`src/irq_ctrl_pkg.sv`:
```
// irq_ctrl_pkg: register map, bit positions and source ids for the
// interrupt collection block.
// assumes a wishbone master with 32-bit words, one register per word.
package irq_ctrl_pkg;
  localparam int unsigned ADDR_W = 4;
  localparam logic [3:0] OFS_EDGE = 4'h0;
  localparam logic [3:0] OFS_CTL0 = 4'h4;
  localparam logic [3:0] OFS_CTL1 = 4'h8;
  localparam logic [3:0] OFS_CTL2 = 4'hC;
  localparam int unsigned NSRC = 9;
  // source ids in priority order, 0 highest
  localparam int unsigned SRC_EXT = 0;
  localparam int unsigned SRC_LOW = 1;
  localparam int unsigned SRC_SER = 2;
  localparam int unsigned SRC_CONV = 3;
  localparam int unsigned SRC_TMP = 4;
  localparam int unsigned SRC_TMA = 5;
  localparam int unsigned SRC_EEP = 6;
  localparam int unsigned SRC_TB0 = 7;
  localparam int unsigned SRC_TB1 = 8;
  // control 0 fields
  localparam int unsigned C0_GLOBAL = 0;
  localparam int unsigned C0_EXT_ON = 1;
  localparam int unsigned C0_SER_ON = 2;
  localparam int unsigned C0_LOW_ON = 3;
  localparam int unsigned C0_EXT_F = 4;
  localparam int unsigned C0_SER_F = 5;
  localparam int unsigned C0_LOW_F = 6;
  // control 1 fields
  localparam int unsigned C1_CONV_ON = 0;
  localparam int unsigned C1_EEP_ON = 1;
  localparam int unsigned C1_TMP_ON = 2;
  localparam int unsigned C1_TMA_ON = 3;
  localparam int unsigned C1_CONV_F = 4;
  localparam int unsigned C1_EEP_F = 5;
  localparam int unsigned C1_TMP_F = 6;
  localparam int unsigned C1_TMA_F = 7;
  // control 2 fields
  localparam int unsigned C2_TB0_ON = 0;
  localparam int unsigned C2_TB1_ON = 1;
  localparam int unsigned C2_TB0_F = 4;
  localparam int unsigned C2_TB1_F = 5;
  localparam logic [1:0] EDGE_OFF = 2'h0;
  localparam logic [1:0] EDGE_RISE = 2'h1;
  localparam logic [1:0] EDGE_FALL = 2'h2;
  localparam logic [1:0] EDGE_BOTH = 2'h3;
  localparam logic [8:0] NSRC_RST = 9'h000;
endpackage : irq_ctrl_pkg

```
`src/irq_flag_enable_controller.sv`:
```
// irq_flag_enable_controller: request flags, enables, global enable and
// external pin edge detect; offers one vector to the core at a time.
// assumes event inputs are one-cycle pulses on CLK_IN; pin is async.
//
// Our own choices: the Wishbone interface to the registers and the register addresses.
`timescale 1ns/100ps
module irq_flag_enable_controller #(
  parameter int unsigned SYNC_STAGES = 3
) (
  input wire logic CLK_IN, // system clock, 10 MHz
  input wire logic RST_IN, // synchronous reset, active high
  input wire logic [3:0] WB_ADR_IN, // wishbone byte address
  input wire logic [31:0] WB_DAT_IN, // wishbone write data
  input wire logic [3:0] WB_SEL_IN, // wishbone byte selects
  input wire logic WB_WE_IN, // wishbone write enable
  input wire logic WB_CYC_IN, // wishbone cycle
  input wire logic WB_STB_IN, // wishbone strobe
  output logic [31:0] WB_DAT_OUT, // wishbone read data
  output logic WB_ACK_OUT, // wishbone acknowledge
  input wire logic EXT_PIN_IN, // external interrupt pin, async
  input wire logic LOW_SUPPLY_EV_IN, // low supply detector event
  input wire logic SERIAL_EV_IN, // serial module event
  input wire logic CONVERTER_EV_IN, // conversion done event
  input wire logic EEPROM_EV_IN, // eeprom write done event
  input wire logic MATCH_P_EV_IN, // timer comparator p match
  input wire logic MATCH_A_EV_IN, // timer comparator a match
  input wire logic TICK0_EV_IN, // time base 0 event
  input wire logic TICK1_EV_IN, // time base 1 event
  input wire logic STACK_FULL_IN, // core return stack full
  input wire logic IRQ_TAKE_IN, // core accepts offered vector, pulse
  output logic IRQ_REQ_OUT, // request to core, level
  output logic [3:0] IRQ_VEC_OUT, // offered source id
  output logic WAKE_OUT // some flag is set
);
  // fewer stages let a metastable sample reach the edge detector
  if (SYNC_STAGES < 3) begin : g_sync_check
    $error("SYNC_STAGES must be at least 3");
  end
  if (irq_ctrl_pkg::NSRC > 16) begin : g_src_check
    $error("source ids must fit the 4-bit vector port");
  end

  localparam int unsigned N = irq_ctrl_pkg::NSRC;
  localparam int unsigned S2 = SYNC_STAGES - 2;
  localparam int unsigned S3 = SYNC_STAGES - 1;

  typedef enum logic [0:0] {BUS_IDLE, BUS_ACK} bus_state_t;

  function automatic logic hit(input logic [3:0] a, input logic [3:0] ofs);
    hit = (a[3:2] == ofs[3:2]);
  endfunction : hit

  // pin synchroniser; s0 feeds only s1; lvl moves once pin_q[S2] and pin_q[S3], the last two stages, agree
  logic [SYNC_STAGES-1:0] pin_q, pin_d;
  logic lvl_q, lvl_d;
  logic [1:0] edge_q, edge_d;
  logic glob_q, glob_d;
  logic [N-1:0] flag_q, flag_d, on_q, on_d;
  bus_state_t bus_q, bus_d;
  logic [31:0] rdat_q, rdat_d;
  logic [3:0] vec_q, vec_d;
  logic req_q, req_d;
  logic wr, pin_hit;
  logic [7:0] wbyte;
  logic [N-1:0] ev, ready;

  assign wr = WB_CYC_IN && WB_STB_IN && WB_WE_IN && WB_SEL_IN[0]
              && bus_q == BUS_IDLE;
  assign wbyte = WB_DAT_IN[7:0];

  always_comb begin
    lvl_d = (pin_q[S2] == pin_q[S3]) ? pin_q[S3] : lvl_q;
    pin_hit = 1'b0;
    case (edge_q)
      irq_ctrl_pkg::EDGE_RISE: pin_hit = lvl_d && !lvl_q;
      irq_ctrl_pkg::EDGE_FALL: pin_hit = !lvl_d && lvl_q;
      irq_ctrl_pkg::EDGE_BOTH: pin_hit = lvl_d != lvl_q;
      default: pin_hit = 1'b0;
    endcase
  end

  always_comb begin
    ev = '0;
    ev[irq_ctrl_pkg::SRC_EXT] = pin_hit;
    ev[irq_ctrl_pkg::SRC_LOW] = LOW_SUPPLY_EV_IN;
    ev[irq_ctrl_pkg::SRC_SER] = SERIAL_EV_IN;
    ev[irq_ctrl_pkg::SRC_CONV] = CONVERTER_EV_IN;
    ev[irq_ctrl_pkg::SRC_TMP] = MATCH_P_EV_IN;
    ev[irq_ctrl_pkg::SRC_TMA] = MATCH_A_EV_IN;
    ev[irq_ctrl_pkg::SRC_EEP] = EEPROM_EV_IN;
    ev[irq_ctrl_pkg::SRC_TB0] = TICK0_EV_IN;
    ev[irq_ctrl_pkg::SRC_TB1] = TICK1_EV_IN;
  end

  assign ready = flag_d & on_d;

  // register writes, then service clear, then hardware set wins
  always_comb begin
    pin_d = {pin_q[S2:0], EXT_PIN_IN};
    edge_d = edge_q;
    glob_d = glob_q;
    flag_d = flag_q;
    on_d = on_q;
    if (wr && hit(WB_ADR_IN, irq_ctrl_pkg::OFS_EDGE)) begin
      edge_d = wbyte[1:0];
    end
    if (wr && hit(WB_ADR_IN, irq_ctrl_pkg::OFS_CTL0)) begin
      glob_d = wbyte[irq_ctrl_pkg::C0_GLOBAL];
      on_d[irq_ctrl_pkg::SRC_EXT] = wbyte[irq_ctrl_pkg::C0_EXT_ON];
      on_d[irq_ctrl_pkg::SRC_SER] = wbyte[irq_ctrl_pkg::C0_SER_ON];
      on_d[irq_ctrl_pkg::SRC_LOW] = wbyte[irq_ctrl_pkg::C0_LOW_ON];
      flag_d[irq_ctrl_pkg::SRC_EXT] = wbyte[irq_ctrl_pkg::C0_EXT_F];
      flag_d[irq_ctrl_pkg::SRC_SER] = wbyte[irq_ctrl_pkg::C0_SER_F];
      flag_d[irq_ctrl_pkg::SRC_LOW] = wbyte[irq_ctrl_pkg::C0_LOW_F];
    end
    if (wr && hit(WB_ADR_IN, irq_ctrl_pkg::OFS_CTL1)) begin
      on_d[irq_ctrl_pkg::SRC_CONV] = wbyte[irq_ctrl_pkg::C1_CONV_ON];
      on_d[irq_ctrl_pkg::SRC_EEP] = wbyte[irq_ctrl_pkg::C1_EEP_ON];
      on_d[irq_ctrl_pkg::SRC_TMP] = wbyte[irq_ctrl_pkg::C1_TMP_ON];
      on_d[irq_ctrl_pkg::SRC_TMA] = wbyte[irq_ctrl_pkg::C1_TMA_ON];
      flag_d[irq_ctrl_pkg::SRC_CONV] = wbyte[irq_ctrl_pkg::C1_CONV_F];
      flag_d[irq_ctrl_pkg::SRC_EEP] = wbyte[irq_ctrl_pkg::C1_EEP_F];
      flag_d[irq_ctrl_pkg::SRC_TMP] = wbyte[irq_ctrl_pkg::C1_TMP_F];
      flag_d[irq_ctrl_pkg::SRC_TMA] = wbyte[irq_ctrl_pkg::C1_TMA_F];
    end
    if (wr && hit(WB_ADR_IN, irq_ctrl_pkg::OFS_CTL2)) begin
      on_d[irq_ctrl_pkg::SRC_TB0] = wbyte[irq_ctrl_pkg::C2_TB0_ON];
      on_d[irq_ctrl_pkg::SRC_TB1] = wbyte[irq_ctrl_pkg::C2_TB1_ON];
      flag_d[irq_ctrl_pkg::SRC_TB0] = wbyte[irq_ctrl_pkg::C2_TB0_F];
      flag_d[irq_ctrl_pkg::SRC_TB1] = wbyte[irq_ctrl_pkg::C2_TB1_F];
    end
    if (req_q && IRQ_TAKE_IN) begin
      flag_d[vec_q] = 1'b0;
      glob_d = 1'b0;
    end
    flag_d = flag_d | ev;
  end

  // offer lowest pending id; a lower id that becomes ready replaces the one offered
  always_comb begin
    vec_d = vec_q;
    req_d = 1'b0;
    if (glob_d && !STACK_FULL_IN) begin
      for (int i = N - 1; i >= 0; i--) begin
        if (ready[i]) begin
          vec_d = 4'(i);
          req_d = 1'b1;
        end
      end
    end
  end

  always_comb begin
    bus_d = BUS_IDLE;
    rdat_d = rdat_q;
    if (bus_q == BUS_IDLE && WB_CYC_IN && WB_STB_IN) begin
      bus_d = BUS_ACK;
      rdat_d = '0; // unmapped and reserved read zero
      if (hit(WB_ADR_IN, irq_ctrl_pkg::OFS_EDGE)) begin
        rdat_d[1:0] = edge_q;
      end
      if (hit(WB_ADR_IN, irq_ctrl_pkg::OFS_CTL0)) begin
        rdat_d[irq_ctrl_pkg::C0_GLOBAL] = glob_q;
        rdat_d[irq_ctrl_pkg::C0_EXT_ON] = on_q[irq_ctrl_pkg::SRC_EXT];
        rdat_d[irq_ctrl_pkg::C0_SER_ON] = on_q[irq_ctrl_pkg::SRC_SER];
        rdat_d[irq_ctrl_pkg::C0_LOW_ON] = on_q[irq_ctrl_pkg::SRC_LOW];
        rdat_d[irq_ctrl_pkg::C0_EXT_F] = flag_q[irq_ctrl_pkg::SRC_EXT];
        rdat_d[irq_ctrl_pkg::C0_SER_F] = flag_q[irq_ctrl_pkg::SRC_SER];
        rdat_d[irq_ctrl_pkg::C0_LOW_F] = flag_q[irq_ctrl_pkg::SRC_LOW];
      end
      if (hit(WB_ADR_IN, irq_ctrl_pkg::OFS_CTL1)) begin
        rdat_d[irq_ctrl_pkg::C1_CONV_ON] = on_q[irq_ctrl_pkg::SRC_CONV];
        rdat_d[irq_ctrl_pkg::C1_EEP_ON] = on_q[irq_ctrl_pkg::SRC_EEP];
        rdat_d[irq_ctrl_pkg::C1_TMP_ON] = on_q[irq_ctrl_pkg::SRC_TMP];
        rdat_d[irq_ctrl_pkg::C1_TMA_ON] = on_q[irq_ctrl_pkg::SRC_TMA];
        rdat_d[irq_ctrl_pkg::C1_CONV_F] = flag_q[irq_ctrl_pkg::SRC_CONV];
        rdat_d[irq_ctrl_pkg::C1_EEP_F] = flag_q[irq_ctrl_pkg::SRC_EEP];
        rdat_d[irq_ctrl_pkg::C1_TMP_F] = flag_q[irq_ctrl_pkg::SRC_TMP];
        rdat_d[irq_ctrl_pkg::C1_TMA_F] = flag_q[irq_ctrl_pkg::SRC_TMA];
      end
      if (hit(WB_ADR_IN, irq_ctrl_pkg::OFS_CTL2)) begin
        rdat_d[irq_ctrl_pkg::C2_TB0_ON] = on_q[irq_ctrl_pkg::SRC_TB0];
        rdat_d[irq_ctrl_pkg::C2_TB1_ON] = on_q[irq_ctrl_pkg::SRC_TB1];
        rdat_d[irq_ctrl_pkg::C2_TB0_F] = flag_q[irq_ctrl_pkg::SRC_TB0];
        rdat_d[irq_ctrl_pkg::C2_TB1_F] = flag_q[irq_ctrl_pkg::SRC_TB1];
      end
    end
  end

  always_ff @(posedge CLK_IN) begin
    if (RST_IN) begin
      pin_q <= '0;
      lvl_q <= 1'b0;
      edge_q <= irq_ctrl_pkg::EDGE_OFF;
      glob_q <= 1'b0;
      flag_q <= irq_ctrl_pkg::NSRC_RST;
      on_q <= irq_ctrl_pkg::NSRC_RST;
      bus_q <= BUS_IDLE;
      rdat_q <= 32'h0000_0000;
      vec_q <= 4'h0;
      req_q <= 1'b0;
    end else begin
      pin_q <= pin_d;
      lvl_q <= lvl_d;
      edge_q <= edge_d;
      glob_q <= glob_d;
      flag_q <= flag_d;
      on_q <= on_d;
      bus_q <= bus_d;
      rdat_q <= rdat_d;
      vec_q <= vec_d;
      req_q <= req_d;
    end
  end

  assign WB_ACK_OUT = (bus_q == BUS_ACK);
  assign WB_DAT_OUT = rdat_q;
  assign IRQ_REQ_OUT = req_q;
  assign IRQ_VEC_OUT = vec_q;
  assign WAKE_OUT = |flag_q;

  req_gated_a: assert property (
    @(posedge CLK_IN) disable iff (RST_IN)
    IRQ_REQ_OUT |-> glob_q && flag_q[vec_q] && on_q[vec_q])
    else $error("request without enable");
  req_holds_a: assert property (
    @(posedge CLK_IN) disable iff (RST_IN)
    IRQ_REQ_OUT && !IRQ_TAKE_IN && !wr && !STACK_FULL_IN |=> IRQ_REQ_OUT)
    else $error("pending request dropped");
  take_clears_a: assert property (
    @(posedge CLK_IN) disable iff (RST_IN)
    IRQ_REQ_OUT && IRQ_TAKE_IN && !wr |=> !glob_q)
    else $error("global not cleared on take");
  take_flag_clr_a: assert property (
    @(posedge CLK_IN) disable iff (RST_IN)
    IRQ_REQ_OUT && IRQ_TAKE_IN && !wr && !ev[vec_q]
    |=> !flag_q[$past(vec_q)])
    else $error("flag not cleared on take");
  stack_full_a: assert property (
    @(posedge CLK_IN) disable iff (RST_IN)
    STACK_FULL_IN |=> !IRQ_REQ_OUT)
    else $error("request while stack full");
  wake_flag_a: assert property (
    @(posedge CLK_IN) disable iff (RST_IN)
    $rose(flag_q[irq_ctrl_pkg::SRC_TB1]) |-> WAKE_OUT)
    else $error("no wake on flag");
  event_sets_a: assert property (
    @(posedge CLK_IN) disable iff (RST_IN)
    TICK0_EV_IN |=> flag_q[irq_ctrl_pkg::SRC_TB0])
    else $error("event lost");
  rise_edge_a: assert property (
    @(posedge CLK_IN) disable iff (RST_IN)
    edge_q == irq_ctrl_pkg::EDGE_RISE && pin_q[S2] && pin_q[S3] && !lvl_q
    |=> flag_q[irq_ctrl_pkg::SRC_EXT])
    else $error("rising edge missed");
  fall_edge_a: assert property (
    @(posedge CLK_IN) disable iff (RST_IN)
    edge_q == irq_ctrl_pkg::EDGE_FALL && !pin_q[S2] && !pin_q[S3] && lvl_q
    |=> flag_q[irq_ctrl_pkg::SRC_EXT])
    else $error("falling edge missed");
  both_edge_a: assert property (
    @(posedge CLK_IN) disable iff (RST_IN)
    edge_q == irq_ctrl_pkg::EDGE_BOTH && pin_q[S2] == pin_q[S3]
    && pin_q[S3] != lvl_q |=> flag_q[irq_ctrl_pkg::SRC_EXT])
    else $error("pin edge missed in both mode");
  edge_off_a: assert property (
    @(posedge CLK_IN) disable iff (RST_IN)
    edge_q == irq_ctrl_pkg::EDGE_OFF && !wr
    && !flag_q[irq_ctrl_pkg::SRC_EXT] |=> !flag_q[irq_ctrl_pkg::SRC_EXT])
    else $error("pin flag set while off");
  prio_order_a: assert property (
    @(posedge CLK_IN) disable iff (RST_IN)
    IRQ_REQ_OUT && vec_q != irq_ctrl_pkg::SRC_EXT
    |-> !(flag_q[irq_ctrl_pkg::SRC_EXT] && on_q[irq_ctrl_pkg::SRC_EXT]))
    else $error("priority broken");
  ack_once_a: assert property (
    @(posedge CLK_IN) disable iff (RST_IN)
    WB_CYC_IN && WB_STB_IN && bus_q == BUS_IDLE |=> WB_ACK_OUT ##1 !WB_ACK_OUT)
    else $error("ack timing");
  high_zero_a: assert property (
    @(posedge CLK_IN) disable iff (RST_IN)
    WB_ACK_OUT |-> WB_DAT_OUT[31:8] == 24'h00_0000)
    else $error("read data above the low byte");
  edge_rsvd_a: assert property (
    @(posedge CLK_IN) disable iff (RST_IN)
    WB_ACK_OUT && hit(WB_ADR_IN, irq_ctrl_pkg::OFS_EDGE)
    |-> WB_DAT_OUT[7:2] == 6'h00)
    else $error("edge register reserved bits set");
  ctl0_rsvd_a: assert property (
    @(posedge CLK_IN) disable iff (RST_IN)
    WB_ACK_OUT && hit(WB_ADR_IN, irq_ctrl_pkg::OFS_CTL0)
    |-> !WB_DAT_OUT[7])
    else $error("control 0 bit 7 set");
  ctl2_rsvd_a: assert property (
    @(posedge CLK_IN) disable iff (RST_IN)
    WB_ACK_OUT && hit(WB_ADR_IN, irq_ctrl_pkg::OFS_CTL2)
    |-> WB_DAT_OUT[3:2] == 2'h0 && WB_DAT_OUT[7:6] == 2'h0)
    else $error("time base register reserved bits set");
  edge_write_a: assert property (
    @(posedge CLK_IN) disable iff (RST_IN)
    wr && hit(WB_ADR_IN, irq_ctrl_pkg::OFS_EDGE)
    |=> edge_q == $past(WB_DAT_IN[1:0]))
    else $error("edge field write lost");
  on_write_a: assert property (
    @(posedge CLK_IN) disable iff (RST_IN)
    wr && hit(WB_ADR_IN, irq_ctrl_pkg::OFS_CTL2)
    |=> on_q[irq_ctrl_pkg::SRC_TB0]
    == $past(WB_DAT_IN[irq_ctrl_pkg::C2_TB0_ON]))
    else $error("enable write lost");
  glob_write_a: assert property (
    @(posedge CLK_IN) disable iff (RST_IN)
    wr && hit(WB_ADR_IN, irq_ctrl_pkg::OFS_CTL0) && !IRQ_TAKE_IN
    |=> glob_q == $past(WB_DAT_IN[irq_ctrl_pkg::C0_GLOBAL]))
    else $error("global enable write lost");
endmodule : irq_flag_enable_controller

```
`config.mk`:
```
export PLATFORM = sky130hd
export DESIGN_NAME = irq_flag_enable_controller
export DESIGN_NICKNAME = d
export VERILOG_FILES = /design/src/irq_ctrl_pkg.sv /design/src/irq_flag_enable_controller.sv
export SDC_FILE = /design/constraint.sdc
export NUM_CORES = 1
export LEC_CHECK = 0
export ABC_AREA = 1
export BUFFER_PORTS_ARGS = -buffer_cell sky130_fd_sc_hd__clkbuf_2
export CAP_MARGIN = 30
export CORE_MARGIN = 5
export CORE_UTILIZATION = 48
export DETAILED_ROUTE_END_ITERATION = 6
export PLACE_DENSITY = 0.79
export RECOVER_POWER = 25
export SKIP_CTS_REPAIR_TIMING = 1
export SYNTH_ARGS = -nofsm -noshare
export SYNTH_HDL_FRONTEND = slang
export SYNTH_SLANG_ARGS = --single-unit
export TNS_END_PERCENT = 50
```
`constraint.sdc`:
```
create_clock -name CLK_IN -period 2.3 [get_ports CLK_IN]
set_clock_uncertainty 0.1 [all_clocks]
set_input_delay 0.23 -clock CLK_IN [delete_from_list [all_inputs] [get_ports CLK_IN]]
set_output_delay 0.23 -clock CLK_IN [all_outputs]
set_load 0.02 [all_outputs]
```
== Word-level counts from Yosys, hierarchy flattened ==
Cells that the tools add are included.

* Memories: 0
* Register bits after elaboration: 39
* Latch bits: 0
* RAM bits: 0
* Input port bits: 56
* Logic and storage cells: 86
* Memory bits (read-only): 0

* Shifts and indexed selects: 0
* Add/subtract/negate cells: 0
* Multiplexer cells: 37
* Reductions and logical operators: 23
* Multipliers: 0
* Equal/unequal tests: 8
* Div/mod/pow operators: 0
* Bitwise gates (word level): 6
* Order comparisons: 2

{| class="wikitable"
|+ Operator list
! operator !! number
|-
| $mux 4 || 11
|-
| $and 9x9->9 || 2
|-
| $logic_and 1x1->1 || 15
|-
| $mux 1 || 14
|-
| $mux 2 || 5
|-
| $mux 9 || 1
|-
| $not 9->9 || 1
|-
| $or 9x9->9 || 1
|-
| $reduce_bool 9->1 || 1
|-
| $reduce_or 9->1 || 1
|-
| $eq 2x2->1 const B || 4
|-
| $mux 8 || 1
|-
| $mux 7 || 1
|-
| $mux 3 || 2
|-
| $lt 4x5->1 const B || 1
|-
| $demux 1 s4 || 1
|-
| $eq 2x1->1 const B || 2
|-
| $ge 4x1->1 const B || 1
|-
| $logic_not 1->1 || 3
|-
| $pmux 1 s3 || 1
|-
| $logic_not 2->1 || 1
|-
| $not 1->1 || 2
|-
| $reduce_and 2->1 || 1
|-
| $reduce_or 2->1 || 1
|-
| other kinds (2) || 2
|}

== Depth between registers and ports, before layout ==
Gate-level depths: netlist of the first run.

* Depth in word-level cells: 19
* Mapped depth: 17

== Worst setup path before layout of the first run ==
No wires, ideal clock.

* Path kind: register -> register
* From: reg bus_q, in the netlist WB_ACK_OUT
* To: reg vec_q[3], in the netlist IRQ_VEC_OUT[3]
* Stages on the path, launching flop included: 15
* Setup time: 0.115 ns
* Path slack: 0.370 ns
* Arrival: 1.715 ns
* Period minus slack after synthesis: 1.930 ns
* Path through: dfxtp_1 inv_1 nand3_4 nor2_8 nand2_2 buf_6 o21a_4 nand2_4 nand2_4 nor2_4 nand3_2 nand2_4 inv_2 o21ai_2 nor2_1

* Longest elaborated chain between the ends: 16
* Elaborated cells between the ends (all ways): 28
* Those cells by class: mux: 17; bitwise: 4; reduce/logical: 7

{| class="wikitable"
|+ RTL lines
! what !! line !! RTL
|-
| start, declared || irq_flag_enable_controller.sv:59 || <nowiki>bus_state_t bus_q, bus_d;</nowiki>
|-
| start signal, assigned || irq_flag_enable_controller.sv:209 || <nowiki>bus_q <= bus_d;</nowiki>
|-
| $not 1->1 (*) || irq_flag_enable_controller.sv:68 || <nowiki>&& bus_q == BUS_IDLE;</nowiki>
|-
| $logic_and 1x1->1 (*) || irq_flag_enable_controller.sv:68 ||
|-
| $logic_and 1x1->1 || irq_flag_enable_controller.sv:126 || <nowiki>if (wr && hit(WB_ADR_IN, irq_ctrl_pkg::OFS_CTL2)) begin</nowiki>
|-
| $mux 2 || irq_flag_enable_controller.sv:126 ||
|-
| $and 9x9->9 (no source line) || n/a ||
|-
| $mux 9 || irq_flag_enable_controller.sv:132 || <nowiki>if (req_q && IRQ_TAKE_IN) begin</nowiki>
|-
| $or 9x9->9 || irq_flag_enable_controller.sv:136 || <nowiki>flag_d = flag_d | ev;</nowiki>
|-
| $and 9x9->9 || irq_flag_enable_controller.sv:95 || <nowiki>assign ready = flag_d & on_d;</nowiki>
|-
| $mux 4 (8 in a row) || irq_flag_enable_controller.sv:145 || <nowiki>if (ready[i]) begin</nowiki>
|-
| end signal, assigned || irq_flag_enable_controller.sv:211 || <nowiki>vec_q <= vec_d;</nowiki>
|-
| end, declared || irq_flag_enable_controller.sv:61 || <nowiki>logic [3:0] vec_q, vec_d;</nowiki>
|}

Every way passes the cells marked *; elsewhere a longest branch is shown, timed or not.
A chain may end at the register's enable or synchronous reset.

== Worst setup path in the final report of the first run ==
* From: reg pin_q[1]
* To: reg vec_q[3], in the netlist IRQ_VEC_OUT[3]

* Longest elaborated chain between the ends: 9
* Elaborated cells between the ends (all ways): 12
* Those cells by class: eq/ne: 2; mux: 3; bitwise: 2; reduce/logical: 5

{| class="wikitable"
|+ RTL lines
! what !! line !! RTL
|-
| start, declared || irq_flag_enable_controller.sv:54 || <nowiki>logic [SYNC_STAGES-1:0] pin_q, pin_d;</nowiki>
|-
| start signal, assigned || irq_flag_enable_controller.sv:203 || <nowiki>pin_q <= pin_d;</nowiki>
|-
| $eq 1x1->1 (*) || irq_flag_enable_controller.sv:72 || <nowiki>lvl_d = (pin_q[S2] == pin_q[S3]) ? pin_q[S3] : lvl_q;</nowiki>
|-
| $mux 1 (*) || irq_flag_enable_controller.sv:72 ||
|-
| named net lvl_d || irq_flag_enable_controller.sv:55 || <nowiki>logic lvl_q, lvl_d;</nowiki>
|-
| $logic_not 1->1 || irq_flag_enable_controller.sv:76 || <nowiki>irq_ctrl_pkg::EDGE_FALL: pin_hit = !lvl_d && lvl_q;</nowiki>
|-
| $logic_and 1x1->1 || irq_flag_enable_controller.sv:76 ||
|-
| $pmux 1 s3 (*) || irq_flag_enable_controller.sv:74 || <nowiki>case (edge_q)</nowiki>
|-
| $or 9x9->9 (*) || irq_flag_enable_controller.sv:136 ||
|-
| $and 9x9->9 (*) || irq_flag_enable_controller.sv:95 ||
|-
| $reduce_bool 9->1 (no source line) || n/a ||
|-
| $reduce_and 2->1 (no source line) || n/a ||
|}

The timed path passes the listed nets; every way through them passes the cells marked *.

==> results by group, run 1 <==
Floorplanning
  • Boundary pin count: 95
  • Die area: about 6200 µm²
  • Std-Cell Rows: 25
  • Initial Util: 0.491
  • Placeable Area: between 4000 and 5000 µm²
  • Die X: 79.0 µm
  • Die Ht: 79.0 µm

Yosys
  • Post-synth top area share: 0.341
  • Yosys Warn Count: 0
  • Cell variety after synth: 35
  • Largest cells by area after synthesis: dfxtp_1 (34%), nand2_1 (11%), inv_1 (8.7%)
  • Yosys top cell by area: dfxtp_1
  • Post-synthesis register bit count: 39
  • Synthesized area: 2290 µm²
  • Cells after synthesis: 329
  • Syn_area_per_cell: 6.95 µm²
  • Seq/Total Area, Yosys: 0.341

Clock tree
  • TritonCTS clock tree: done
  • Clock transition at the registers of the reported paths: 0.07 ns
  • Max H-tree Level: 2
  • # clock sinks: 39
  • Clk Latency, worst-skew pair: 0.30 ns
  • CTS Buf Count: 5
  • Max Root-Sink Buffers: 2
  • Root Driver: clkbuf_8

GRT
  • Vias in the first global route: approximately 1,800
  • Total track usage: 0.167
  • Initial antenna violation count: 0
  • Total congestion overflow: 0
  • Largest net degree at the start of global routing: 26
  • First-pass GRT wire length: 8.18 mm

Setup path
  • Reg-to-reg critical path startpoint: pin_q[1]$_SDFF_PP0_
  • R2R Setup Slk: 0.18 ns
  • R2R Path End: IRQ_VEC_OUT[3]$_SDFFE_PP0P_
  • Worst setup EP type: flop
  • Reg2Reg Depth: 15
  • Worst setup SP type: flop
  • Worst Path Arrival: 2.21 ns
  • Critical path type: flop to flop
  • Worst Path Max Fanout: 5
  • Worst path required time: 2.39 ns

Pwr
  • Leak: about 1.3 nW
  • P_int: 1.11 mW
  • Power Density: 597 nW/µm²
  • Switching part of the total: 0.267
  • Proportion of power drawn by combinational gates: 0.133
  • Switch Pwr: a little over 0.4 mW
  • Worst VDD drop: 256 µV
  • Clock Power Share: 0.396
  • Reg power frac: 0.472

STA
  • Post-route minimum period: 2.12 ns
  • Final Hold Viols: 0
  • Final setup vio count: 0
  • Fin crit share: 0.921
  • Setup TNS: 0 ns
  • Unrepaired setup endpoints after global routing: no
  • Fmax: between 400 and 500 MHz
  • Final Slew Violations: 0
  • Setup ws final: 0.181 ns

Routing
  • ANT nets after route: 0
  • Post-Route WL: 5.20 mm
  • Pre-antenna DRT Iters: 4
  • Vias: 2,055
  • Vias per inst: between 4 and 5
  • Drt drc: 0
  • Avg WL per Cell: 12.2 µm
  • Drt initial violations: 139

Min path
  • Hold Startpoint: EXT_PIN_IN
  • Hold Path Sink: pin_q[0]$_SDFF_PP0_
  • Worst Hold Path Cells: 3
  • HP Class: input port to flop

Place
  • Placed Cells: 418
  • Gpl congestion: 0.838
  • Port Buffer Count: 41
  • Pre-CTS setup slack: 0.205 ns
  • Post-DP HPWL: 4.00 mm

Finish
  • Most frequent cells in the layout: nand2_1 (66), inv_1 (53), dfxtp_1 (39)
  • Fillcell total: around 470
  • Most common cell after layout, fill and taps aside: nand2_1
  • Layout cells sized above 1: 0.191
  • Ant diodes: 0
  • Finished Layout Cells: ~430
  • Layout Nets: 429
  • Area Growth Syn to Fin: 10.9%

Run status
  • Status: finished, final reports clean

Job
  • Maxcap violations: 0
[how the worst max path moves through the flow]
stage | from | endpoint | slack, ns | depth (start not counted)
after global routing | WB_ACK_OUT$_SDFF_PP0_ | IRQ_VEC_OUT[3]$_SDFFE_PP0P_ | 0.03 | 13
final | pin_q[1]$_SDFF_PP0_ | IRQ_VEC_OUT[3]$_SDFFE_PP0P_ | 0.18 | 15
after CTS | pin_q[1]$_SDFF_PP0_ | IRQ_VEC_OUT[3]$_SDFFE_PP0P_ | 0.18 | 15
after global placement | WB_ACK_OUT$_SDFF_PP0_ | IRQ_VEC_OUT[3]$_SDFFE_PP0P_ | 0.24 | 13
after detailed placement | pin_q[1]$_SDFF_PP0_ | IRQ_VEC_OUT[3]$_SDFFE_PP0P_ | 0.20 | 15
after floorplan | WB_ACK_OUT$_SDFF_PP0_ | IRQ_VEC_OUT[3]$_SDFFE_PP0P_ | 0.37 | 14
[area by class of cell]
class / instances / area (µm²) / share of cell area
clock buffer: 6 / 82.6 / 0.0325
tap: 54 / 67.6 / 0.0266
inverter: 57 / 214 / 0.0843
sequential: 39 / 781 / 0.308
clock inverter: 2 / 35.0 / 0.0138
multi-input combinational: 223 / 1140 / 0.448
timing repair buffer: 45 / 220 / 0.0868
[per-stage QoR]
step	total power, mW	hold slack [ns]	instance area (µm²)	utilization
floorplan	0.903	0.237	2370	-
global placement	0.929	0.290	2430	0.522
detailed placement	0.932	0.296	2430	0.522
CTS	1.52	0.0183	2550	0.548
global route	1.57	0.0505	2540	0.544
finish	1.52	0.0213	2540	0.544
[critical path, cell delays in order (launching register included)]
cell      delay, ns
dfxtp_1        0.35
nand2_1        0.06
nand2_1        0.05
o21a_1         0.13
inv_1          0.06
ha_1           0.18
o221ai_1       0.25
nand2_1        0.15
nand2_4        0.10
nand2_4        0.05
nor2_4         0.12
nand3_2        0.10
nand2_4        0.09
inv_2          0.06
o21ai_2        0.10
nor2_1         0.05
[logic make-up after synthesis]
group	share of synthesized area
simple gates	0.303
buf+inv	0.199
compound gates	0.144
flops	0.341
fa+ha+maj	0.0109
other cells	0.00164
[cell usage after synthesis]
cell type and count:
nor2_8 1, o21ai_1 3, a31oi_1 3, conb_1 1, a31o_2 1, nand2_1 66, buf_2 1, a21oi_1 24
nand3_4 1, and2_1 1, nand3_1 28, o221ai_1 1, buf_4 25, inv_1 53, o21ai_0 11, nand3_2 1
nor3_1 1, nor4_1 2, a22o_1 1, o21ai_2 1, a221oi_1 1, nor2_2 2, clkbuf_1 4, nor2_1 25
nand2_2 7, ha_1 2, dfxtp_1 39, inv_2 4, o21a_1 4, a21oi_2 2, nand2_4 4, nor2_4 2
o21a_4 2, nand3b_1 2, buf_6 3
[per-layer routing]
layer  track usage  up-vias  part of all wire
met1         0.210      907              0.42
met2         0.278       74              0.47
met4        0.0550        0             0.018
li1              -     1064                 -
met5             0        -                 0
met3        0.0420       10             0.086
[power groups by stage]
stage / clock network, mW / registers, mW / logic (mW)
after floorplan: 0 / 0.737 / 0.166
after global placement: 0 / 0.729 / 0.200
after detailed placement: 0 / 0.730 / 0.202
after CTS: 0.605 / 0.714 / 0.204
after global routing: 0.634 / 0.717 / 0.223
final: 0.600 / 0.715 / 0.201
[sequential cells by signal, summed over array words and instances (netlist names)]
register	flops
flag_q	9
on_q	9
WB_DAT_OUT	8
IRQ_VEC_OUT	4
pin_q	3
edge_q	2
IRQ_REQ_OUT	1
WB_ACK_OUT	1
glob_q	1
lvl_q	1
No activity file was read; power rests on OpenSTA's default activity.
==> inputs of run 2 (changes only) <==
- GPL_ROUTABILITY_DRIVEN: not set -> 0
- PLACE_DENSITY: 0.79 -> 0.92
==> results by group, run 2 (synthesis gave the netlist of run 1 again) <==
Clock tree
  • Max Root-Sink Buffers: 2
  • TritonCTS clock tree: done
  • CTS Buf Count: 5
  • Clk Latency, worst-skew pair: roughly 0.3 ns
  • Clock transition at the registers of the reported paths: 0.07 ns
  • Root Driver: clkbuf_8
  • # clock sinks: 39
  • Max H-tree Level: 2

Finish
  • Most frequent cells in the layout: nand2_1 (66), inv_1 (53), dfxtp_1 (39)
  • Fillcell total: 441
  • Ant diodes: 0
  • Reg area: 781 µm²
  • Layout cells sized above 1: 0.201
  • Area of the multi-input gates: 1140 µm²
  • Final instance area: 2560 µm²
  • Area Growth Syn to Fin: 12.0%
  • Layout Nets: 431
  • Most common cell after layout, fill and taps aside: nand2_1

Pwr
  • Leak: 1.37 nW
  • Design Power: 1.51 mW
  • Power Density: around 600 nW/µm²
  • Worst VDD drop: ~330 µV

GRT
  • Vias in the first global route: 1,934
  • First-pass GRT wire length: 8.47 mm
  • Largest net degree at the start of global routing: 26
  • Total track usage: 0.170
  • Total congestion overflow: 0
  • Initial antenna violation count: 0

STA
  • Final Hold Viols: 0
  • Fmax: 471 MHz
  • Unrepaired setup endpoints after global routing: no
  • Fin crit share: 0.923
  • Final setup vio count: 0
  • Post-route minimum period: 2.12 ns
  • Final Slew Violations: 0
  • Setup TNS: 0 ns

Routing
  • Avg WL per Cell: 12.2 µm
  • Drt initial violations: 156
  • Vias: between 2,000 and 2,500
  • Drt drc: 0
  • Pre-antenna DRT Iters: 5
  • Vias per inst: 4.98
  • Post-Route WL: 5.24 mm
  • ANT nets after route: 0

Floorplanning
  • Std-Cell Rows: 25
  • Die area: 6250 µm²
  • Placeable Area: 4660 µm²
  • Die Ht: 79.0 µm
  • Boundary pin count: between 90 and 100
  • Die X: 79.0 µm
  • Initial Util: 0.491

Setup path
  • Worst path required time: 2.39 ns
  • Worst setup SP type: flop
  • Worst setup EP type: flop
  • Worst Path Arrival: 2.21 ns
  • Worst Path Max Fanout: 5
  • Critical path type: flop to flop

Place
  • Post-DP HPWL: 4.00 mm
  • Port Buffer Count: 41
  • Placed inst area: 2430 µm²

Job
  • Maxcap violations: 0

Min path
  • HP Class: input port to flop

Run status
  • Status: finished, final reports clean
==> run 2: per-stage QoR <==
step,std cells,hold WS [ns],utilization,setup WS [ns]
CTS,426,0.0209,0.548,0.119
global route,428,0.0298,0.550,0.0357
floorplan,352,0.237,-,0.370
detailed placement,418,0.303,0.522,0.150
finish,428,0.0249,0.550,0.177
global placement,418,0.293,0.522,0.183
==> run 2: metal layers <==
layer | global-route usage | vias to the layer above | part of all wire
li1 | - | 1076 | -
met5 | 0 | - | 0
met4 | 0.0756 | 0 | 0.015
met2 | 0.284 | 99 | 0.48
met1 | 0.205 | 947 | 0.41
met3 | 0.0442 | 9 | 0.096
==> run 2: worst max-delay path, stage by stage, from the launching register on <==
cell      delay (ns)
dfxtp_1         0.34
inv_1           0.06
nand2_1         0.06
o21a_1          0.14
inv_1           0.06
ha_1            0.17
o221ai_1        0.26
nand2_1         0.15
nand2_4         0.09
nand2_4         0.05
nor2_4          0.12
nand3_2         0.10
nand2_4         0.09
inv_2           0.06
o21ai_2         0.10
nor2_1          0.04
==> run 2: area by class of cell <==
class                      instances  share of cell area
clock buffer                       6              0.0322
clock inverter                     2              0.0137
inverter                          57              0.0835
multi-input combinational        223               0.446
sequential                        39               0.305
tap                               54              0.0264
timing repair buffer              47              0.0937
==> run 2: final timing paths <==
check | startpoint | end | slack, ns | cells after the start
max | lvl_q$_SDFF_PP0_ | IRQ_VEC_OUT[3]$_SDFFE_PP0P_ | 0.18 | 15
min | EXT_PIN_IN | pin_q[0]$_SDFF_PP0_ | 0.02 | 3
max reg2reg | lvl_q$_SDFF_PP0_ | IRQ_VEC_OUT[3]$_SDFFE_PP0P_ | 0.18 | 15
min reg2reg | pin_q[0]$_SDFF_PP0_ | pin_q[1]$_SDFF_PP0_ | 0.31 | 2
==> run 2: power breakdown <==
| group | switching, mW | internal, mW |
|---|---|---|
| clock | 0.242 | 0.351 |
| sequential | 0.0160 | 0.699 |
| combinational | 0.143 | 0.0629 |
==> inputs of run 3 (changes only) <==
- PLACE_DENSITY: 0.92 -> 0.8
==> results by group, run 3 (synthesis gave the netlist of run 1 again) <==
Place
  • Placed Cells: 417
  • Placed inst area: 2430 µm²
  • Post-DP HPWL: 3.97 mm
  • Port Buffer Count: 41
  • Pre-CTS setup slack: 0.147 ns

STA
  • Setup TNS: 0 ns
  • Worst hold slack: around 0.025 ns
  • Fin crit share: 0.916
  • Post-route minimum period: 2.11 ns
  • Final Slew Violations: 0
  • Fmax: roughly 470 MHz
  • Final setup vio count: 0
  • Setup ws final: 0.193 ns
  • Unrepaired setup endpoints after global routing: no
  • Final Hold Viols: 0

Job
  • Maxcap violations: 0

Finish
  • Final Util: 0.541
  • Ant diodes: 0
  • Layout cells sized above 1: 0.191
  • Most frequent cells in the layout: nand2_1 (66), inv_1 (53), dfxtp_1 (39)
  • Final instance area: 2520 µm²
  • Area Growth Syn to Fin: 10.3%
  • Most common cell after layout, fill and taps aside: nand2_1
  • Finished Layout Cells: 426
  • Layout Nets: 429

GRT
  • Met1 Usage GRT: 0.211
  • Total track usage: 0.166
  • Met2 Usage GRT: 0.273
  • Largest net degree at the start of global routing: 26
  • Vias in the first global route: 1,862
  • Initial antenna violation count: 0
  • First-pass GRT wire length: 8.13 mm
  • Total congestion overflow: 0
  • GRT Max-Usage Layer: met2
  • Grt met3 use: 0.0408

Floorplanning
  • Initial Util: 0.491
  • Boundary pin count: 95
  • Placeable Area: 4660 µm²
  • Die Ht: 79.0 µm
  • Die area: 6250 µm²
  • Die X: 79.0 µm
  • Std-Cell Rows: 25

Setup path
  • Worst setup EP type: flop
  • CP delay by family, top: simple AND/OR/NAND/NOR gates
  • Reg-to-reg critical path startpoint: WB_ACK_OUT$_SDFF_PP0_
  • Critical path type: flop to flop
  • Worst path required time: around 2.4 ns
  • R2R Path End: IRQ_VEC_OUT[3]$_SDFFE_PP0P_
  • Worst path bufs/invs: 2
  • Reg2Reg Depth: 13
  • Worst setup SP type: flop
  • Critical Path, Cell by Cell: inv_1 -> nand3_4 -> nor2_8 -> nand2_2 -> o21a_1 -> nand2_2 -> nand2_1 -> nor2_4 -> nand3_2 -> nand2_4 -> inv_2 -> o21ai_2 -> nor2_1
  • Worst Path Max Fanout: 12
  • Slowest-stage cell, CP: dfxtp_1
  • CP peak stage delay: 0.31 ns
  • R2R Setup Slk: 0.19 ns
  • Most frequent CP cell: nand2_2
  • Worst Path Arrival: 2.19 ns

Clock tree
  • Clock transition at the registers of the reported paths: roughly 0.080 ns
  • Root Driver: clkbuf_8
  • Max Root-Sink Buffers: 2
  • TritonCTS clock tree: done
  • # clock sinks: 39
  • Clk Latency, worst-skew pair: 0.29 ns
  • CTS Buf Count: 5
  • Max H-tree Level: 2

Routing
  • ANT nets after route: 0
  • Drt initial violations: 136
  • Drt drc: 0
  • Vias: approximately 2,000
  • Pre-antenna DRT Iters: 4
  • Vias per inst: roughly 4.8
  • Post-Route WL: 5.14 mm
  • Avg WL per Cell: approximately 12 µm

Min path
  • HP Class: input port to flop
  • Hold Path Sink: pin_q[0]$_SDFF_PP0_
  • Hold Startpoint: EXT_PIN_IN
  • Worst Hold Path Cells: 3

Pwr
  • Leak: 1.34 nW
  • Power Density: 542 nW/µm²
  • Design Power: 1.37 mW
  • Worst VDD drop: 322 µV

Run status
  • Status: finished, final reports clean
run 3: how the worst max path moves through the flow:
stage / start / depth (start not counted) / end
after CTS: WB_ACK_OUT$_SDFF_PP0_ / 13 / IRQ_VEC_OUT[3]$_SDFFE_PP0P_
after global routing: pin_q[1]$_SDFF_PP0_ / 15 / IRQ_VEC_OUT[3]$_SDFFE_PP0P_
after detailed placement: WB_ACK_OUT$_SDFF_PP0_ / 13 / IRQ_VEC_OUT[3]$_SDFFE_PP0P_
after global placement: WB_ACK_OUT$_SDFF_PP0_ / 13 / IRQ_VEC_OUT[3]$_SDFFE_PP0P_
after floorplan: WB_ACK_OUT$_SDFF_PP0_ / 14 / IRQ_VEC_OUT[3]$_SDFFE_PP0P_
final: WB_ACK_OUT$_SDFF_PP0_ / 13 / IRQ_VEC_OUT[3]$_SDFFE_PP0P_
run 3: power by group:
group          internal [mW]  total [mW]  switching [mW]  leakage [nW]
registers              0.699       0.714          0.0156         0.319
clock network          0.213       0.448           0.235        0.0422
logic                 0.0622       0.204           0.142         0.979
run 3: layout make-up:
cell class | instances | area, µm²
multi-input cells | 223 | 1140
repair buffers | 45 | 238
clock inverters | 1 | 5.00
well taps | 54 | 67.6
clock buffers | 7 | 76.3
fillers | 451 | 2140
flip-flops and latches | 39 | 781
inverters | 57 | 214
run 3: worst register-to-register path, cell delays in order, from the launching register on:
cell     delay (ns)
dfxtp_1        0.31
inv_1          0.08
nand3_4        0.15
nor2_8         0.23
nand2_2        0.19
o21a_1         0.25
nand2_2        0.10
nand2_1        0.09
nor2_4         0.11
nand3_2        0.09
nand2_4        0.09
inv_2          0.06
o21ai_2        0.10
nor2_1         0.05
run 3: per-layer routing:
metal | up-vias | part of all wire
li1 | 1066 | -
met1 | 887 | 0.42
met2 | 76 | 0.48
met3 | 6 | 0.082
met4 | 0 | 0.015
met5 | - | 0
